[src/verilog/eeprom_pkg.sv]
// shared constants and types of the serial memory slave
package eeprom_pkg;
    localparam int ADDR_W = 16;
    localparam int IDX_W = 7;
    localparam int FIFO_DEPTH = 8;
    localparam int FIFO_W = 24;
    localparam logic [7:0] PAGE_BYTES = 8'h80;
    localparam logic [3:0] CTRL_CODE = 4'ha;
    localparam logic [3:0] LAST_BIT = 4'h7;
    localparam logic [3:0] ACK_BIT = 4'h8;
    localparam logic [15:0] PTR_RST = 16'h0000;
    localparam int CLK_PERIOD_PS = 8000;
    localparam int BYTE_WRITE_TIME_US = 100;
    // longest time, so rounded down
    localparam int BYTE_WRITE_CYCLES = (BYTE_WRITE_TIME_US * 1000000) / CLK_PERIOD_PS;
    localparam int TIMER_W = 16;
    typedef enum logic [2:0]
    {
        ST_IDLE = 3'h0,
        ST_CTRL = 3'h1,
        ST_ADDRH = 3'h2,
        ST_ADDRL = 3'h3,
        ST_WDATA = 3'h4,
        ST_RDATA = 3'h5,
        ST_SKIP = 3'h6
    } link_st_t;
endpackage : eeprom_pkg

[src/verilog/prog_fifo.sv]
// flip-flop fifo with valid/ready on both sides
`timescale 1ns/1ps
`default_nettype none
module prog_fifo #(
    parameter int WIDTH = 24,
    parameter int DEPTH = 8
) (
    input wire logic ref_clk_i,
    input wire logic rst_i,
    input wire logic in_valid_i,
    output logic in_ready_o,
    input wire logic [WIDTH-1:0] in_data_i,
    output logic out_valid_o,
    input wire logic out_ready_i,
    output logic [WIDTH-1:0] out_data_o
);
    localparam int PW = $clog2(DEPTH);
    logic [WIDTH-1:0] mem_ff [DEPTH];
    logic [PW-1:0] wp_ff, nxt_wp, rp_ff, nxt_rp;
    logic [PW:0] cnt_ff, nxt_cnt;
    logic push, pop;

    assign in_ready_o = (cnt_ff != DEPTH[PW:0]);
    assign out_valid_o = (cnt_ff != '0);
    assign out_data_o = mem_ff[rp_ff];
    assign push = in_valid_i && in_ready_o;
    assign pop = out_valid_o && out_ready_i;

    always_comb
    begin
        nxt_wp = push ? PW'(wp_ff + 1'b1) : wp_ff;
        nxt_rp = pop ? PW'(rp_ff + 1'b1) : rp_ff;
        nxt_cnt = cnt_ff;
        if (push && !pop)
            nxt_cnt = cnt_ff + 1'b1;
        else if (pop && !push)
            nxt_cnt = cnt_ff - 1'b1;
    end

    always_ff @(posedge ref_clk_i or posedge rst_i)
    begin
        if (rst_i)
        begin
            wp_ff <= '0;
            rp_ff <= '0;
            cnt_ff <= '0;
        end
        else
        begin
            wp_ff <= nxt_wp;
            rp_ff <= nxt_rp;
            cnt_ff <= nxt_cnt;
        end
    end

    // storage needs no reset; words are only read once counted in
    always_ff @(posedge ref_clk_i)
    begin
        if (push)
            mem_ff[wp_ff] <= in_data_i;
    end
endmodule : prog_fifo
`default_nettype wire

[src/verilog/eeprom_slave.sv]
// two-wire serial memory slave: page buffer, write cycle, reads
//
// Operation
// - one write transaction carries 1..128 data bytes for one page.
// - on STOP after a write, all buffered bytes go to the array.
// - more than 128 bytes wrap the buffer, overwriting the earliest.
// - write pointer wraps to first byte of the same page.
// - no acknowledge to control byte while write cycle runs.
// - first byte at start address, each next at page-bounded next address.
// - with write lock high all bytes acked, nothing stored, no busy.
// - blocked write still loads and advances pointer within the page.
// - bytes programmed one by one, time scales with byte count.
// - write lock sampled at STOP, later changes ignored.
// - write lock high blocks the whole array, low permits writes.
// - direction bit one selects read; current, random, sequential reads.
// - pointer is last address plus one, rolls over to zero.
// - read control byte acked, byte at pointer sent, stop on nack.
// - random read: address write, repeated START keeps pointer loaded.
// - after random read pointer sits after the returned byte.
// - master ack fetches next byte; nack then STOP ends the read.
// - read pointer advances on each master ack and on the STOP or START after a nack.
// - respond only to control code 1010 and matching strap levels.
// - high then low address byte follow a write control byte.
// - write cycle only on STOP; otherwise array unchanged.
// - each byte programming step ends within the byte write time.
`timescale 1ns/1ps
`default_nettype none
module eeprom_slave #(
    parameter int BYTE_CYCLES = eeprom_pkg::BYTE_WRITE_CYCLES
) (
    input wire logic ref_clk_i,
    input wire logic rst_i,
    input wire logic scl_i,
    input wire logic sda_i,
    output logic sda_o,
    output logic sda_oe_o,
    input wire logic write_lock_i,
    input wire logic chip_select_strap_0_i,
    input wire logic chip_select_strap_1_i,
    input wire logic chip_select_strap_2_i,
    output logic [eeprom_pkg::ADDR_W-1:0] mem_raddr_o,
    input wire logic [7:0] mem_rdata_i,
    output logic mem_we_o,
    output logic [eeprom_pkg::ADDR_W-1:0] mem_waddr_o,
    output logic [7:0] mem_wdata_o,
    output logic busy_o
);
    import eeprom_pkg::*;

    // pin synchronisers; stage a is read only by stage b
    logic [5:0] sync_a_ff, sync_b_ff;
    logic scl_d_ff, sda_d_ff;
    always_ff @(posedge ref_clk_i or posedge rst_i)
    begin
        if (rst_i)
        begin
            sync_a_ff <= 6'h03;
            sync_b_ff <= 6'h03;
            scl_d_ff <= 1'b1;
            sda_d_ff <= 1'b1;
        end
        else
        begin
            sync_a_ff <= {chip_select_strap_2_i, chip_select_strap_1_i, chip_select_strap_0_i,
                          write_lock_i, sda_i, scl_i};
            sync_b_ff <= sync_a_ff;
            scl_d_ff <= sync_b_ff[0];
            sda_d_ff <= sync_b_ff[1];
        end
    end

    logic scl_s, sda_s, lock_s;
    logic [2:0] strap_s;
    logic scl_rise, scl_fall, start_det, stop_det;
    assign scl_s = sync_b_ff[0];
    assign sda_s = sync_b_ff[1];
    assign lock_s = sync_b_ff[2];
    assign strap_s = sync_b_ff[5:3];
    assign scl_rise = scl_s && !scl_d_ff;
    assign scl_fall = !scl_s && scl_d_ff;
    assign start_det = scl_s && scl_d_ff && sda_d_ff && !sda_s;
    assign stop_det = scl_s && scl_d_ff && !sda_d_ff && sda_s;

    // link state
    link_st_t st_ff, nxt_st;
    logic [3:0] bit_ff, nxt_bit;
    logic [7:0] sh_ff, nxt_sh, hi_ff, nxt_hi;
    logic [15:0] ptr_ff, nxt_ptr, start_ff, nxt_start;
    logic [7:0] cnt_ff, nxt_cnt;
    logic [IDX_W-1:0] widx_ff, nxt_widx;
    logic oe_ff, nxt_oe, rnw_ff, nxt_rnw, rdpend_ff, nxt_rdpend;
    logic buf_we, commit_go, busy, ctrl_match;

    assign ctrl_match = (sh_ff[7:4] == CTRL_CODE) && (sh_ff[3:1] == strap_s);

    always_comb
    begin
        nxt_st = st_ff;
        nxt_bit = bit_ff;
        nxt_sh = sh_ff;
        nxt_hi = hi_ff;
        nxt_ptr = ptr_ff;
        nxt_start = start_ff;
        nxt_cnt = cnt_ff;
        nxt_widx = widx_ff;
        nxt_oe = oe_ff;
        nxt_rnw = rnw_ff;
        nxt_rdpend = rdpend_ff;
        buf_we = 1'b0;
        commit_go = 1'b0;
        if (start_det)
        begin
            // repeated START drops a pending write, pointer stays loaded unless a read ended in a nack
            if (rdpend_ff)
                nxt_ptr = ptr_ff + 16'h0001;
            nxt_st = ST_CTRL;
            // the START's own scl fall wraps this to zero, so it is not counted as a bit
            nxt_bit = '1;
            nxt_oe = 1'b0;
            nxt_cnt = '0;
            nxt_widx = '0;
            nxt_rdpend = 1'b0;
        end
        else if (stop_det)
        begin
            // lock sampled here only; a locked write leaves busy clear
            if (st_ff == ST_WDATA && cnt_ff != '0 && !lock_s)
                commit_go = 1'b1;
            if (rdpend_ff)
                nxt_ptr = ptr_ff + 16'h0001;
            nxt_st = ST_IDLE;
            nxt_oe = 1'b0;
            nxt_rdpend = 1'b0;
        end
        else if (scl_rise && st_ff != ST_IDLE && st_ff != ST_SKIP)
        begin
            if (st_ff != ST_RDATA && bit_ff != ACK_BIT)
                nxt_sh = {sh_ff[6:0], sda_s};
            else if (st_ff == ST_RDATA && bit_ff == ACK_BIT)
            begin
                if (!sda_s)
                    nxt_ptr = ptr_ff + 16'h0001;
                else
                begin
                    nxt_rdpend = 1'b1;
                    nxt_st = ST_SKIP;
                end
            end
        end
        else if (scl_fall && st_ff != ST_IDLE && st_ff != ST_SKIP)
        begin
            if (bit_ff == LAST_BIT)
            begin
                nxt_bit = ACK_BIT;
                nxt_oe = (st_ff != ST_RDATA);
                unique case (st_ff)
                    ST_CTRL:
                    begin
                        nxt_rnw = sh_ff[0];
                        if (!ctrl_match || busy)
                        begin
                            nxt_oe = 1'b0;
                            nxt_st = ST_SKIP;
                        end
                    end
                    ST_ADDRH:
                        nxt_hi = sh_ff;
                    ST_ADDRL:
                    begin
                        nxt_ptr = {hi_ff, sh_ff};
                        nxt_start = {hi_ff, sh_ff};
                    end
                    ST_WDATA:
                    begin
                        buf_we = 1'b1;
                        nxt_widx = IDX_W'(widx_ff + 1'b1);
                        nxt_cnt = (cnt_ff == PAGE_BYTES) ? PAGE_BYTES : cnt_ff + 8'h01;
                        nxt_ptr = {ptr_ff[15:7], 7'(ptr_ff[6:0] + 7'h01)};
                    end
                    default:
                        nxt_oe = 1'b0;
                endcase
            end
            else if (bit_ff == ACK_BIT)
            begin
                nxt_bit = '0;
                nxt_oe = 1'b0;
                if ((st_ff == ST_CTRL && rnw_ff) || st_ff == ST_RDATA)
                begin
                    // array data settled long before this edge
                    nxt_st = ST_RDATA;
                    nxt_sh = mem_rdata_i;
                    nxt_oe = !mem_rdata_i[7];
                end
                else if (st_ff == ST_CTRL)
                    nxt_st = ST_ADDRH;
                else if (st_ff == ST_ADDRH)
                    nxt_st = ST_ADDRL;
                else
                    nxt_st = ST_WDATA;
            end
            else
            begin
                nxt_bit = bit_ff + 4'h1;
                if (st_ff == ST_RDATA)
                begin
                    nxt_sh = {sh_ff[6:0], 1'b0};
                    nxt_oe = !sh_ff[6];
                end
            end
        end
    end

    always_ff @(posedge ref_clk_i or posedge rst_i)
    begin
        if (rst_i)
        begin
            st_ff <= ST_IDLE;
            bit_ff <= '0;
            sh_ff <= '0;
            hi_ff <= '0;
            ptr_ff <= PTR_RST;
            start_ff <= PTR_RST;
            cnt_ff <= '0;
            widx_ff <= '0;
            oe_ff <= 1'b0;
            rnw_ff <= 1'b0;
            rdpend_ff <= 1'b0;
        end
        else
        begin
            st_ff <= nxt_st;
            bit_ff <= nxt_bit;
            sh_ff <= nxt_sh;
            hi_ff <= nxt_hi;
            ptr_ff <= nxt_ptr;
            start_ff <= nxt_start;
            cnt_ff <= nxt_cnt;
            widx_ff <= nxt_widx;
            oe_ff <= nxt_oe;
            rnw_ff <= nxt_rnw;
            rdpend_ff <= nxt_rdpend;
        end
    end

    // page buffer
    logic [7:0] buf_ff [PAGE_BYTES];
    always_ff @(posedge ref_clk_i)
    begin
        if (buf_we)
            buf_ff[widx_ff] <= sh_ff;
    end

    // commit engine feeds the programming fifo; fifo back-pressure stalls it
    logic commit_ff, nxt_commit, fifo_in_ready, fifo_out_valid, fifo_out_ready;
    logic [IDX_W-1:0] cidx_ff, nxt_cidx;
    logic [7:0] ccnt_ff, nxt_ccnt;
    logic [FIFO_W-1:0] fifo_in_data, fifo_out_data;
    assign fifo_in_data = {start_ff[15:7], 7'(start_ff[6:0] + cidx_ff), buf_ff[cidx_ff]};

    always_comb
    begin
        nxt_commit = commit_ff;
        nxt_cidx = cidx_ff;
        nxt_ccnt = ccnt_ff;
        if (commit_go)
        begin
            nxt_commit = 1'b1;
            nxt_cidx = '0;
            nxt_ccnt = cnt_ff;
        end
        else if (commit_ff && fifo_in_ready)
        begin
            nxt_cidx = IDX_W'(cidx_ff + 1'b1);
            if (8'({1'b0, cidx_ff} + 8'h01) == ccnt_ff)
                nxt_commit = 1'b0;
        end
    end

    // programming side: one byte per timer period
    logic [TIMER_W-1:0] timer_ff, nxt_timer;
    logic we_ff, nxt_we;
    logic [15:0] waddr_ff, nxt_waddr;
    logic [7:0] wdata_ff, nxt_wdata;
    assign fifo_out_ready = (timer_ff == '0);

    always_comb
    begin
        nxt_we = 1'b0;
        nxt_waddr = waddr_ff;
        nxt_wdata = wdata_ff;
        nxt_timer = (timer_ff != '0) ? timer_ff - 1'b1 : timer_ff;
        if (fifo_out_valid && fifo_out_ready)
        begin
            nxt_we = 1'b1;
            nxt_waddr = fifo_out_data[23:8];
            nxt_wdata = fifo_out_data[7:0];
            nxt_timer = TIMER_W'(BYTE_CYCLES - 1);
        end
    end

    always_ff @(posedge ref_clk_i or posedge rst_i)
    begin
        if (rst_i)
        begin
            commit_ff <= 1'b0;
            cidx_ff <= '0;
            ccnt_ff <= '0;
            timer_ff <= '0;
            we_ff <= 1'b0;
            waddr_ff <= '0;
            wdata_ff <= '0;
        end
        else
        begin
            commit_ff <= nxt_commit;
            cidx_ff <= nxt_cidx;
            ccnt_ff <= nxt_ccnt;
            timer_ff <= nxt_timer;
            we_ff <= nxt_we;
            waddr_ff <= nxt_waddr;
            wdata_ff <= nxt_wdata;
        end
    end

    prog_fifo #(
        .WIDTH(FIFO_W),
        .DEPTH(FIFO_DEPTH)
    ) u_fifo (
        .ref_clk_i(ref_clk_i),
        .rst_i(rst_i),
        .in_valid_i(commit_ff),
        .in_ready_o(fifo_in_ready),
        .in_data_i(fifo_in_data),
        .out_valid_o(fifo_out_valid),
        .out_ready_i(fifo_out_ready),
        .out_data_o(fifo_out_data)
    );

    assign busy = commit_ff || fifo_out_valid || (timer_ff != '0);
    assign busy_o = busy;
    assign sda_o = 1'b0;
    assign sda_oe_o = oe_ff;
    assign mem_raddr_o = ptr_ff;
    assign mem_we_o = we_ff;
    assign mem_waddr_o = waddr_ff;
    assign mem_wdata_o = wdata_ff;

    // checks
    logic ctrl_ack;
    assign ctrl_ack = scl_fall && st_ff == ST_CTRL && bit_ff == LAST_BIT;
    a_busy_noack: assert property (@(posedge ref_clk_i) disable iff (rst_i)
        ctrl_ack && busy |=> !oe_ff && st_ff == ST_SKIP) else $error("acked while busy");
    a_match_ack: assert property (@(posedge ref_clk_i) disable iff (rst_i)
        ctrl_ack && !busy && ctrl_match |=> oe_ff) else $error("matching control byte not acked");
    a_bad_ctrl: assert property (@(posedge ref_clk_i) disable iff (rst_i)
        ctrl_ack && !ctrl_match |=> st_ff == ST_SKIP && !oe_ff) else $error("foreign control byte acked");
    a_lock_nowrite: assert property (@(posedge ref_clk_i) disable iff (rst_i)
        stop_det && st_ff == ST_WDATA && lock_s && !busy |=> !busy) else $error("locked write started cycle");
    a_stop_commit: assert property (@(posedge ref_clk_i) disable iff (rst_i)
        stop_det && st_ff == ST_WDATA && !lock_s && cnt_ff != '0 |=> commit_ff && ccnt_ff == $past(cnt_ff))
        else $error("stop did not start commit");
    a_rstart_nowrite: assert property (@(posedge ref_clk_i) disable iff (rst_i)
        start_det && st_ff == ST_WDATA && !busy |=> !commit_ff && cnt_ff == '0) else $error("write without stop");
    a_page_wrap: assert property (@(posedge ref_clk_i) disable iff (rst_i)
        buf_we |=> ptr_ff[15:7] == $past(ptr_ff[15:7]) && ptr_ff[6:0] == 7'($past(ptr_ff[6:0]) + 7'h01))
        else $error("write pointer left page");
    a_read_inc: assert property (@(posedge ref_clk_i) disable iff (rst_i)
        scl_rise && st_ff == ST_RDATA && bit_ff == ACK_BIT && !sda_s |=> ptr_ff == 16'($past(ptr_ff) + 16'h0001))
        else $error("read pointer not advanced");
    a_byte_spacing: assert property (@(posedge ref_clk_i) disable iff (rst_i)
        we_ff |=> !we_ff [*8]) else $error("array writes too close");
    a_cnt_bound: assert property (@(posedge ref_clk_i) disable iff (rst_i)
        cnt_ff <= PAGE_BYTES) else $error("buffer count over page");
    c_page_write: cover property (@(posedge ref_clk_i) disable iff (rst_i) commit_go && cnt_ff > 8'h01);
    c_seq_read: cover property (@(posedge ref_clk_i) disable iff (rst_i)
        scl_rise && st_ff == ST_RDATA && bit_ff == ACK_BIT && !sda_s);
    c_busy_poll: cover property (@(posedge ref_clk_i) disable iff (rst_i) ctrl_ack && busy && ctrl_match);
    c_locked: cover property (@(posedge ref_clk_i) disable iff (rst_i) stop_det && st_ff == ST_WDATA && lock_s);
endmodule : eeprom_slave
`default_nettype wire

[config.mk]
export PLATFORM = sky130hd
export DESIGN_NAME = eeprom_slave
export DESIGN_NICKNAME = d
export VERILOG_FILES = /design/src/verilog/eeprom_pkg.sv /design/src/verilog/prog_fifo.sv /design/src/verilog/eeprom_slave.sv
export SDC_FILE = /design/constraint.sdc
export NUM_CORES = 2
export LEC_CHECK = 0
export ABC_AREA = 1
export BUFFER_PORTS_ARGS = -buffer_cell sky130_fd_sc_hd__buf_4
export CAP_MARGIN = 15
export CORE_ASPECT_RATIO = 0.6
export CORE_UTILIZATION = 40
export CTS_BUF_LIST = sky130_fd_sc_hd__clkbuf_8 sky130_fd_sc_hd__clkbuf_16
export DETAILED_ROUTE_END_ITERATION = 16
export PLACE_DENSITY_LB_ADDON = 0.05
export SYNTH_ARGS = -nofsm -noshare
export SYNTH_HDL_FRONTEND = slang
export SYNTH_SLANG_ARGS = --single-unit
[constraint.sdc]
create_clock -name ref_clk_i -period 12.6 [get_ports ref_clk_i]
set_input_delay 0 -clock ref_clk_i [delete_from_list [all_inputs] [get_ports ref_clk_i]]
set_output_delay 0 -clock ref_clk_i [all_outputs]
set_load 0.01 [all_outputs]
Yosys cells after proc, flatten, opt, wreduce, memory -nomap -nowiden
Memories as Yosys holds them, arrays and structs flattened. A register that Yosys moved wholly into a read port is not among the register bits.
Index checks and enable logic that the tools add are counted.
{"block": "totals", "reg_bits": 130, "ramBits": 1216, "in_bits": 16, "output_inout_bits": 44, "elab_cells": 232, "memories": 2}
{"block": "classes", "add_sub_neg": 13, "n_eq_ne": 29, "mux": 89, "bitwise_logic": 3, "n_reduce_logical": 72}
{"memory": "buf_ff", "words": 128, "word_bits": 8, "rd": 1, "rd_clocked_by_memory_dff": 0, "wr": 1, "line_no": "eeprom_slave.sv:247", "text": "logic [7:0] buf_ff [PAGE_BYTES];"}
{"memory": "u_fifo.mem_ff", "words": 8, "word_bits": 24, "rd": 1, "rd_clocked_by_memory_dff": 1, "wr": 1, "line_no": "prog_fifo.sv:18", "text": "logic [WIDTH-1:0] mem_ff [DEPTH];"}
{"cell": "$mux 16", "n": 11}
{"cell": "$mux 8", "n": 14}
{"cell": "$mux 7", "n": 8}
{"cell": "$mux 3", "n": 14}
{"cell": "$mux 1", "n": 32}
{"cell": "$mux 4", "n": 8}
{"cell": "$pmux 16 s2", "n": 1}
{"cell": "$reduce_and 6->1", "n": 4}
{"cell": "$add 7x1->7 const B", "n": 3}
{"cell": "$logic_and 1x1->1", "n": 21}
{"cell": "$reduce_and 7->1", "n": 3}
{"cell": "$ne 4x4->1 const B", "n": 5}
{"cell": "$reduce_bool 3->1", "n": 6}
{"cell": "$add 16x1->16 const B", "n": 1}
{"cell": "$logic_not 16->1", "n": 1}
{"cell": "$reduce_bool 16->1", "n": 1}
{"cell": "$reduce_bool 2->1", "n": 8}
{"cell": "$reduce_bool 4->1", "n": 4}
{"cell": "$sub 16x1->16 const B", "n": 1}
{"cell": "$reduce_bool 5->1", "n": 3}
{"cell": "$ne 3x3->1 const B", "n": 4}
{"cell": "$logic_not 1->1", "n": 10}
{"cell": "$ne 5x5->1 const B", "n": 2}
{"cell": "$add 4x1->4 const B", "n": 2}
{"cell": "26 further kinds", "n": 39}

Logic depth before layout (Yosys ltp)
{"block": "logic_depth", "depth_word": 11, "depth_mapped": 15, "depth_no_buf": 15}

Cells and area by module
Synthesis repeated with hierarchy kept, for this count alone.
{"block": "unflattened", "cells_unflattened": 6081, "area_unflattened_um2": 60559.3}
{"module": "eeprom_slave", "instances": 1, "cells_per_inst": 5172, "area_each_um2": 51725.9, "seq_area_each_um2": 34360.5}
{"module": "prog_fifo", "instances": 1, "cells_per_inst": 909, "area_each_um2": 8833.5, "seq_area_each_um2": 6015.8}

Least setup slack after synthesis
Ideal clock, no wire load.
{"block": "synth_path", "kind": "register to register", "from": "register sh_ff[3]", "to": "register st_ff[1]", "setup_ps": 117, "arrival_time_ps": 2595, "required_time_ps": 12483, "path_slack_ps": 9888, "path_stages_with_launch": 8, "n_path_buf": 0, "synth_period_minus_slack_ps": 2712, "path_cell_list": "dfrtp_1 > xnor2_1 > nand4_1 > nor2_1 > o21ai_1 > nand2_1 > nand2_1 > nand2_1"}
{"block": "synth_via", "elab_chain_cells": 6}
{"item": "start: declaration", "line_no": "eeprom_slave.sv:87", "text": "logic [7:0] sh_ff, nxt_sh, hi_ff, nxt_hi;"}
{"item": "start signal: assignment", "line_no": "eeprom_slave.sv:234", "text": "sh_ff <= nxt_sh;"}
{"item": "$eq 3x3->1", "line_no": "eeprom_slave.sv:94", "text": "assign ctrl_match = (sh_ff[7:4] == CTRL_CODE) && (sh_ff[3:1] == strap_s);"}
{"item": "$logic_and 1x1->1", "line_no": "eeprom_slave.sv:94"}
{"item": "$logic_not 1->1", "line_no": "eeprom_slave.sv:160", "text": "if (!ctrl_match || busy)"}
{"item": "$logic_or 1x1->1", "line_no": "eeprom_slave.sv:160"}
{"item": "$ne 5x5->1 (no source line)"}
{"item": "$reduce_and 7->1 (no source line)"}
{"item": "end signal: assignment", "line_no": "eeprom_slave.sv:232", "text": "st_ff <= nxt_st;"}
{"item": "end: declaration", "line_no": "eeprom_slave.sv:85", "text": "link_st_t st_ff, nxt_st;"}
Every way passes these cells.
A chain may end at the register's enable or synchronous reset.

Final worst setup path
{"block": "layout_path", "from": "register cidx_ff[0]", "to": "memory u_fifo.mem_ff[3][4], data pin"}
{"block": "layout_via", "elab_chain_cells": 1}
{"item": "start: declaration", "line_no": "eeprom_slave.sv:256", "text": "logic [IDX_W-1:0] cidx_ff, nxt_cidx;"}
{"item": "start signal: assignment", "line_no": "eeprom_slave.sv:317", "text": "cidx_ff <= nxt_cidx;"}
{"item": "$mem_v2 128x8"}
{"item": "named net fifo_in_data[4]", "line_no": "eeprom_slave.sv:258", "text": "logic [FIFO_W-1:0] fifo_in_data, fifo_out_data;"}
{"item": "end: declaration", "line_no": "prog_fifo.sv:18"}
The timed path passes the listed nets, and every way through them passes these cells.

==> results.sh <==
export IMPL_ys_seq_area_frac=0.6787
export IMPL_hold_viol=0
export IMPL_cp_data_arrival_time_ns=5.16
export IMPL_crit_type="register to register"
export IMPL_drt_iter0_drc=4442
export IMPL_ant_nets=0
export IMPL_synth_top_cell_area_share=0.6138
export IMPL_cts_sinks=1370
export IMPL_io_pins=60
export IMPL_cts_tree="yes"
export IMPL_cp_max_fo=134
export IMPL_slew_violations=0
export IMPL_yosys_cell_count_top_type="nand2_1"
export IMPL_post_dp_hpwl_um=107000
export IMPL_drv_cap=0
export IMPL_intPower_w=0.008635
export IMPL_gp_congestion=0.8146
export IMPL_stdcell_count=7860
export IMPL_grt_max_degree=175
export IMPL_routed_wl_um=180900
export IMPL_grt_pass1_vias=37580
export IMPL_placed_cells=7587
export IMPL_finalCriticalPeriod_ns=4.607
export IMPL_drc=0
export IMPL_fmax_ghz=0.2171
export IMPL_die_area_mm2=0.1503
export IMPL_status="finished, final reports clean"
export IMPL_synth_distinct_cells=50
export IMPL_clk_latency_ns=0.77
export IMPL_ys_seq_elements=1370
export IMPL_seq_power_share=0.461
export IMPL_drive_gt1_frac=0.08106
export IMPL_startpoint_type="register"
export IMPL_synth_cells=5767
export IMPL_cp_data_required_time_ns=13.15
export IMPL_fin_nets=5789
export IMPL_core_region_area_mm2=0.1474
export IMPL_swShare=0.3279
export IMPL_firstDrtPassIters=6
export IMPL_initial_core_util=0.4035
export IMPL_antenna_found_initial=12
export IMPL_synth_top_flop_cell="edfxtp_1"
export IMPL_whs_ns=0.1259
export IMPL_die_y_um=300.7
export IMPL_pwr_share_clk=0.327
export IMPL_setup_viol=0
export IMPL_via_per_inst=5.163
export IMPL_rsz0062_at_grt="no"
export IMPL_r2r_cells=13
export IMPL_ctsHoldBuffers=22
export IMPL_syn_nets=5805
export IMPL_via_count=40580
export IMPL_power_density_mw_per_mm2=193.1
export IMPL_multi_input_area_mm2=0.01578
export IMPL_grt_overflow=0
export IMPL_async_reset_ff_frac=0.1124
export IMPL_finalCritPeriodShare=0.3656
export IMPL_switching_power_w=0.004214
export IMPL_htree_levels=4
export IMPL_rrSetupSlack_ns=7.99
export IMPL_ys_top_cells_by_count="1881 x nand2_1, 1216 x edfxtp_1, 667 x nand3_1, 559 x inv_1, 370 x nor2_1"
export IMPL_tightest_slew_ns=1.287
export IMPL_fin_skew_ns=0.01648
export IMPL_grt_pass1_wl_um=265700
export IMPL_clk_pin_slew_ns=0.06
export IMPL_tns_ns=0
export IMPL_wl_per_cell_um=23.02
export IMPL_avgSynthCellArea_um2=10.32
export IMPL_maxSlewHeadroom=0.1389
export IMPL_rows=109
export IMPL_synth_edf_count=1216
export IMPL_post_cts_resized=0
export IMPL_cts_buffer_depth=3
export IMPL_cts_buffers=138
export IMPL_seq_area_mm2=0.04042
export IMPL_p_leak_nw=26.24
export IMPL_synth_top_cell_by_area="edfxtp_1"
export IMPL_cts_setup_buffers=0
export IMPL_synth_area_leaders="edfxtp_1 61%, nand2_1 12%, dfrtp_1 6.2%"
export IMPL_cts_root_buf="clkbuf_16"
export IMPL_track_usage=0.2417
export IMPL_area_growth_pct=11.85
export IMPL_netlist_area_mm2=0.05949
export IMPL_ir_drop_mv=0.1396
export IMPL_yosys_warnings=0
export IMPL_holdPathStages=4
export IMPL_die_w_um=499.9
export IMPL_fillers=13940
export IMPL_port_buffers=58
export IMPL_hold_path_class="input port to register"
export IMPL_comb_power_share=0.211
export IMPL_cp_end_kind="register"
[flip-flops by register name, summed over array words and instances, names as in the netlist, 3 cells and up]
register and flops:
bit_ff 4, u_fifo.cnt_ff 4, widx_ff 7, sync_a_ff 6, u_fifo.wp_ff 3, mem_raddr_o 16, hi_ff 8, ccnt_ff 8
buf_ff 1024, cnt_ff 8, start_ff 16, mem_waddr_o 16, u_fifo.mem_ff 192, mem_wdata_o 8, st_ff 3, sync_b_ff 6
cidx_ff 7, u_fifo.rp_ff 3, timer_ff 16, sh_ff 8
[layout make-up]
cell class,instances,area share
multi-input combinational,3528,0.2372
antenna,2,0.00007522
inverter,575,0.03285
clock buffer,153,0.05653
clock inverter,96,0.01128
tap,1998,0.03757
sequential,1370,0.6075
timing repair buffer,138,0.01696
[worst max-delay path, stage by stage (launching register included)]
cell      delay, ns
dfrtp_4        0.65
clkinv_8       0.32
buf_4          0.81
buf_4          0.78
nand2_1        0.10
nand2_1        0.10
nand2_1        0.05
o21ai_0        0.12
nand2_1        0.17
nand3_1        0.15
nand3_1        0.12
nand3_1        0.12
nand3_1        0.16
nand2_1        0.33
[stage by stage]
| stage | setup slack, ns | cell area [µm²] | power [W] | utilization |
|---|---|---|---|---|
| after floorplan | 8.460 | 59490 | 0.007571 | - |
| after global placement | 8.003 | 61790 | 0.008743 | 0.4191 |
| after detailed placement | 7.997 | 61800 | 0.008737 | 0.4192 |
| after CTS | 7.980 | 66530 | 0.01293 | 0.4513 |
| after global routing | 7.749 | 66540 | 0.01344 | 0.4513 |
| final | 7.993 | 66540 | 0.01285 | 0.4513 |
[cell families after synthesis]
family	Yosys count	share of synthesized area
and+or+nand+nor	3101	0.2176
DFF	1370	0.6787
buffers and inverters	869	0.05689
AOI/OAI and AO/OA	363	0.03573
xor gates and xnor gates	40	0.005889
adders and majority gates	22	0.004880
other	1	0.00006304
muxes	1	0.0001893
[placed cells by master, fill, tap and decap left out, types with 73 or more instances in the layout]
cell and instances:
o211ai_1 73, buf_4 113, nor2_1 362, nand2_1 1881
o21ai_0 166, dfrtp_1 134, inv_1 574, or2_2 85
edfxtp_1 1216, nand3_1 667, clkbuf_16 147
[path summary, 6_finish.rpt]
kind | from | end
hold / removal | mem_rdata_i[7] | sh_ff[7]
min in group asynchronous | rst_i | sync_a_ff[3]
setup reg to reg | cidx_ff[0] | u_fifo.mem_ff[3][4]
setup / recovery | cidx_ff[0] | u_fifo.mem_ff[3][4]
max in group asynchronous | rst_i | cidx_ff[1]
hold reg to reg | sync_a_ff[5] | sync_b_ff[5]
[layer usage]
layer | up-vias | track usage | share of wire
met3 | 176 | 0.04647 | 0.076
met5 | - | 0 | 0
met4 | 0 | 0.04570 | 0.013
met2 | 1299 | 0.3150 | 0.39
li1 | 19110 | - | -
met1 | 19990 | 0.4054 | 0.52
[power groups by stage]
stage               logic, W  registers [W]  clock network (W)
floorplan            0.00157        0.00600                  0
global placement     0.00272        0.00602                  0
detailed placement   0.00271        0.00602                  0
CTS                  0.00273        0.00593            0.00428
global route         0.00302        0.00596            0.00446
finish               0.00272        0.00593            0.00420
No activity file was read; power rests on OpenSTA's default activity.
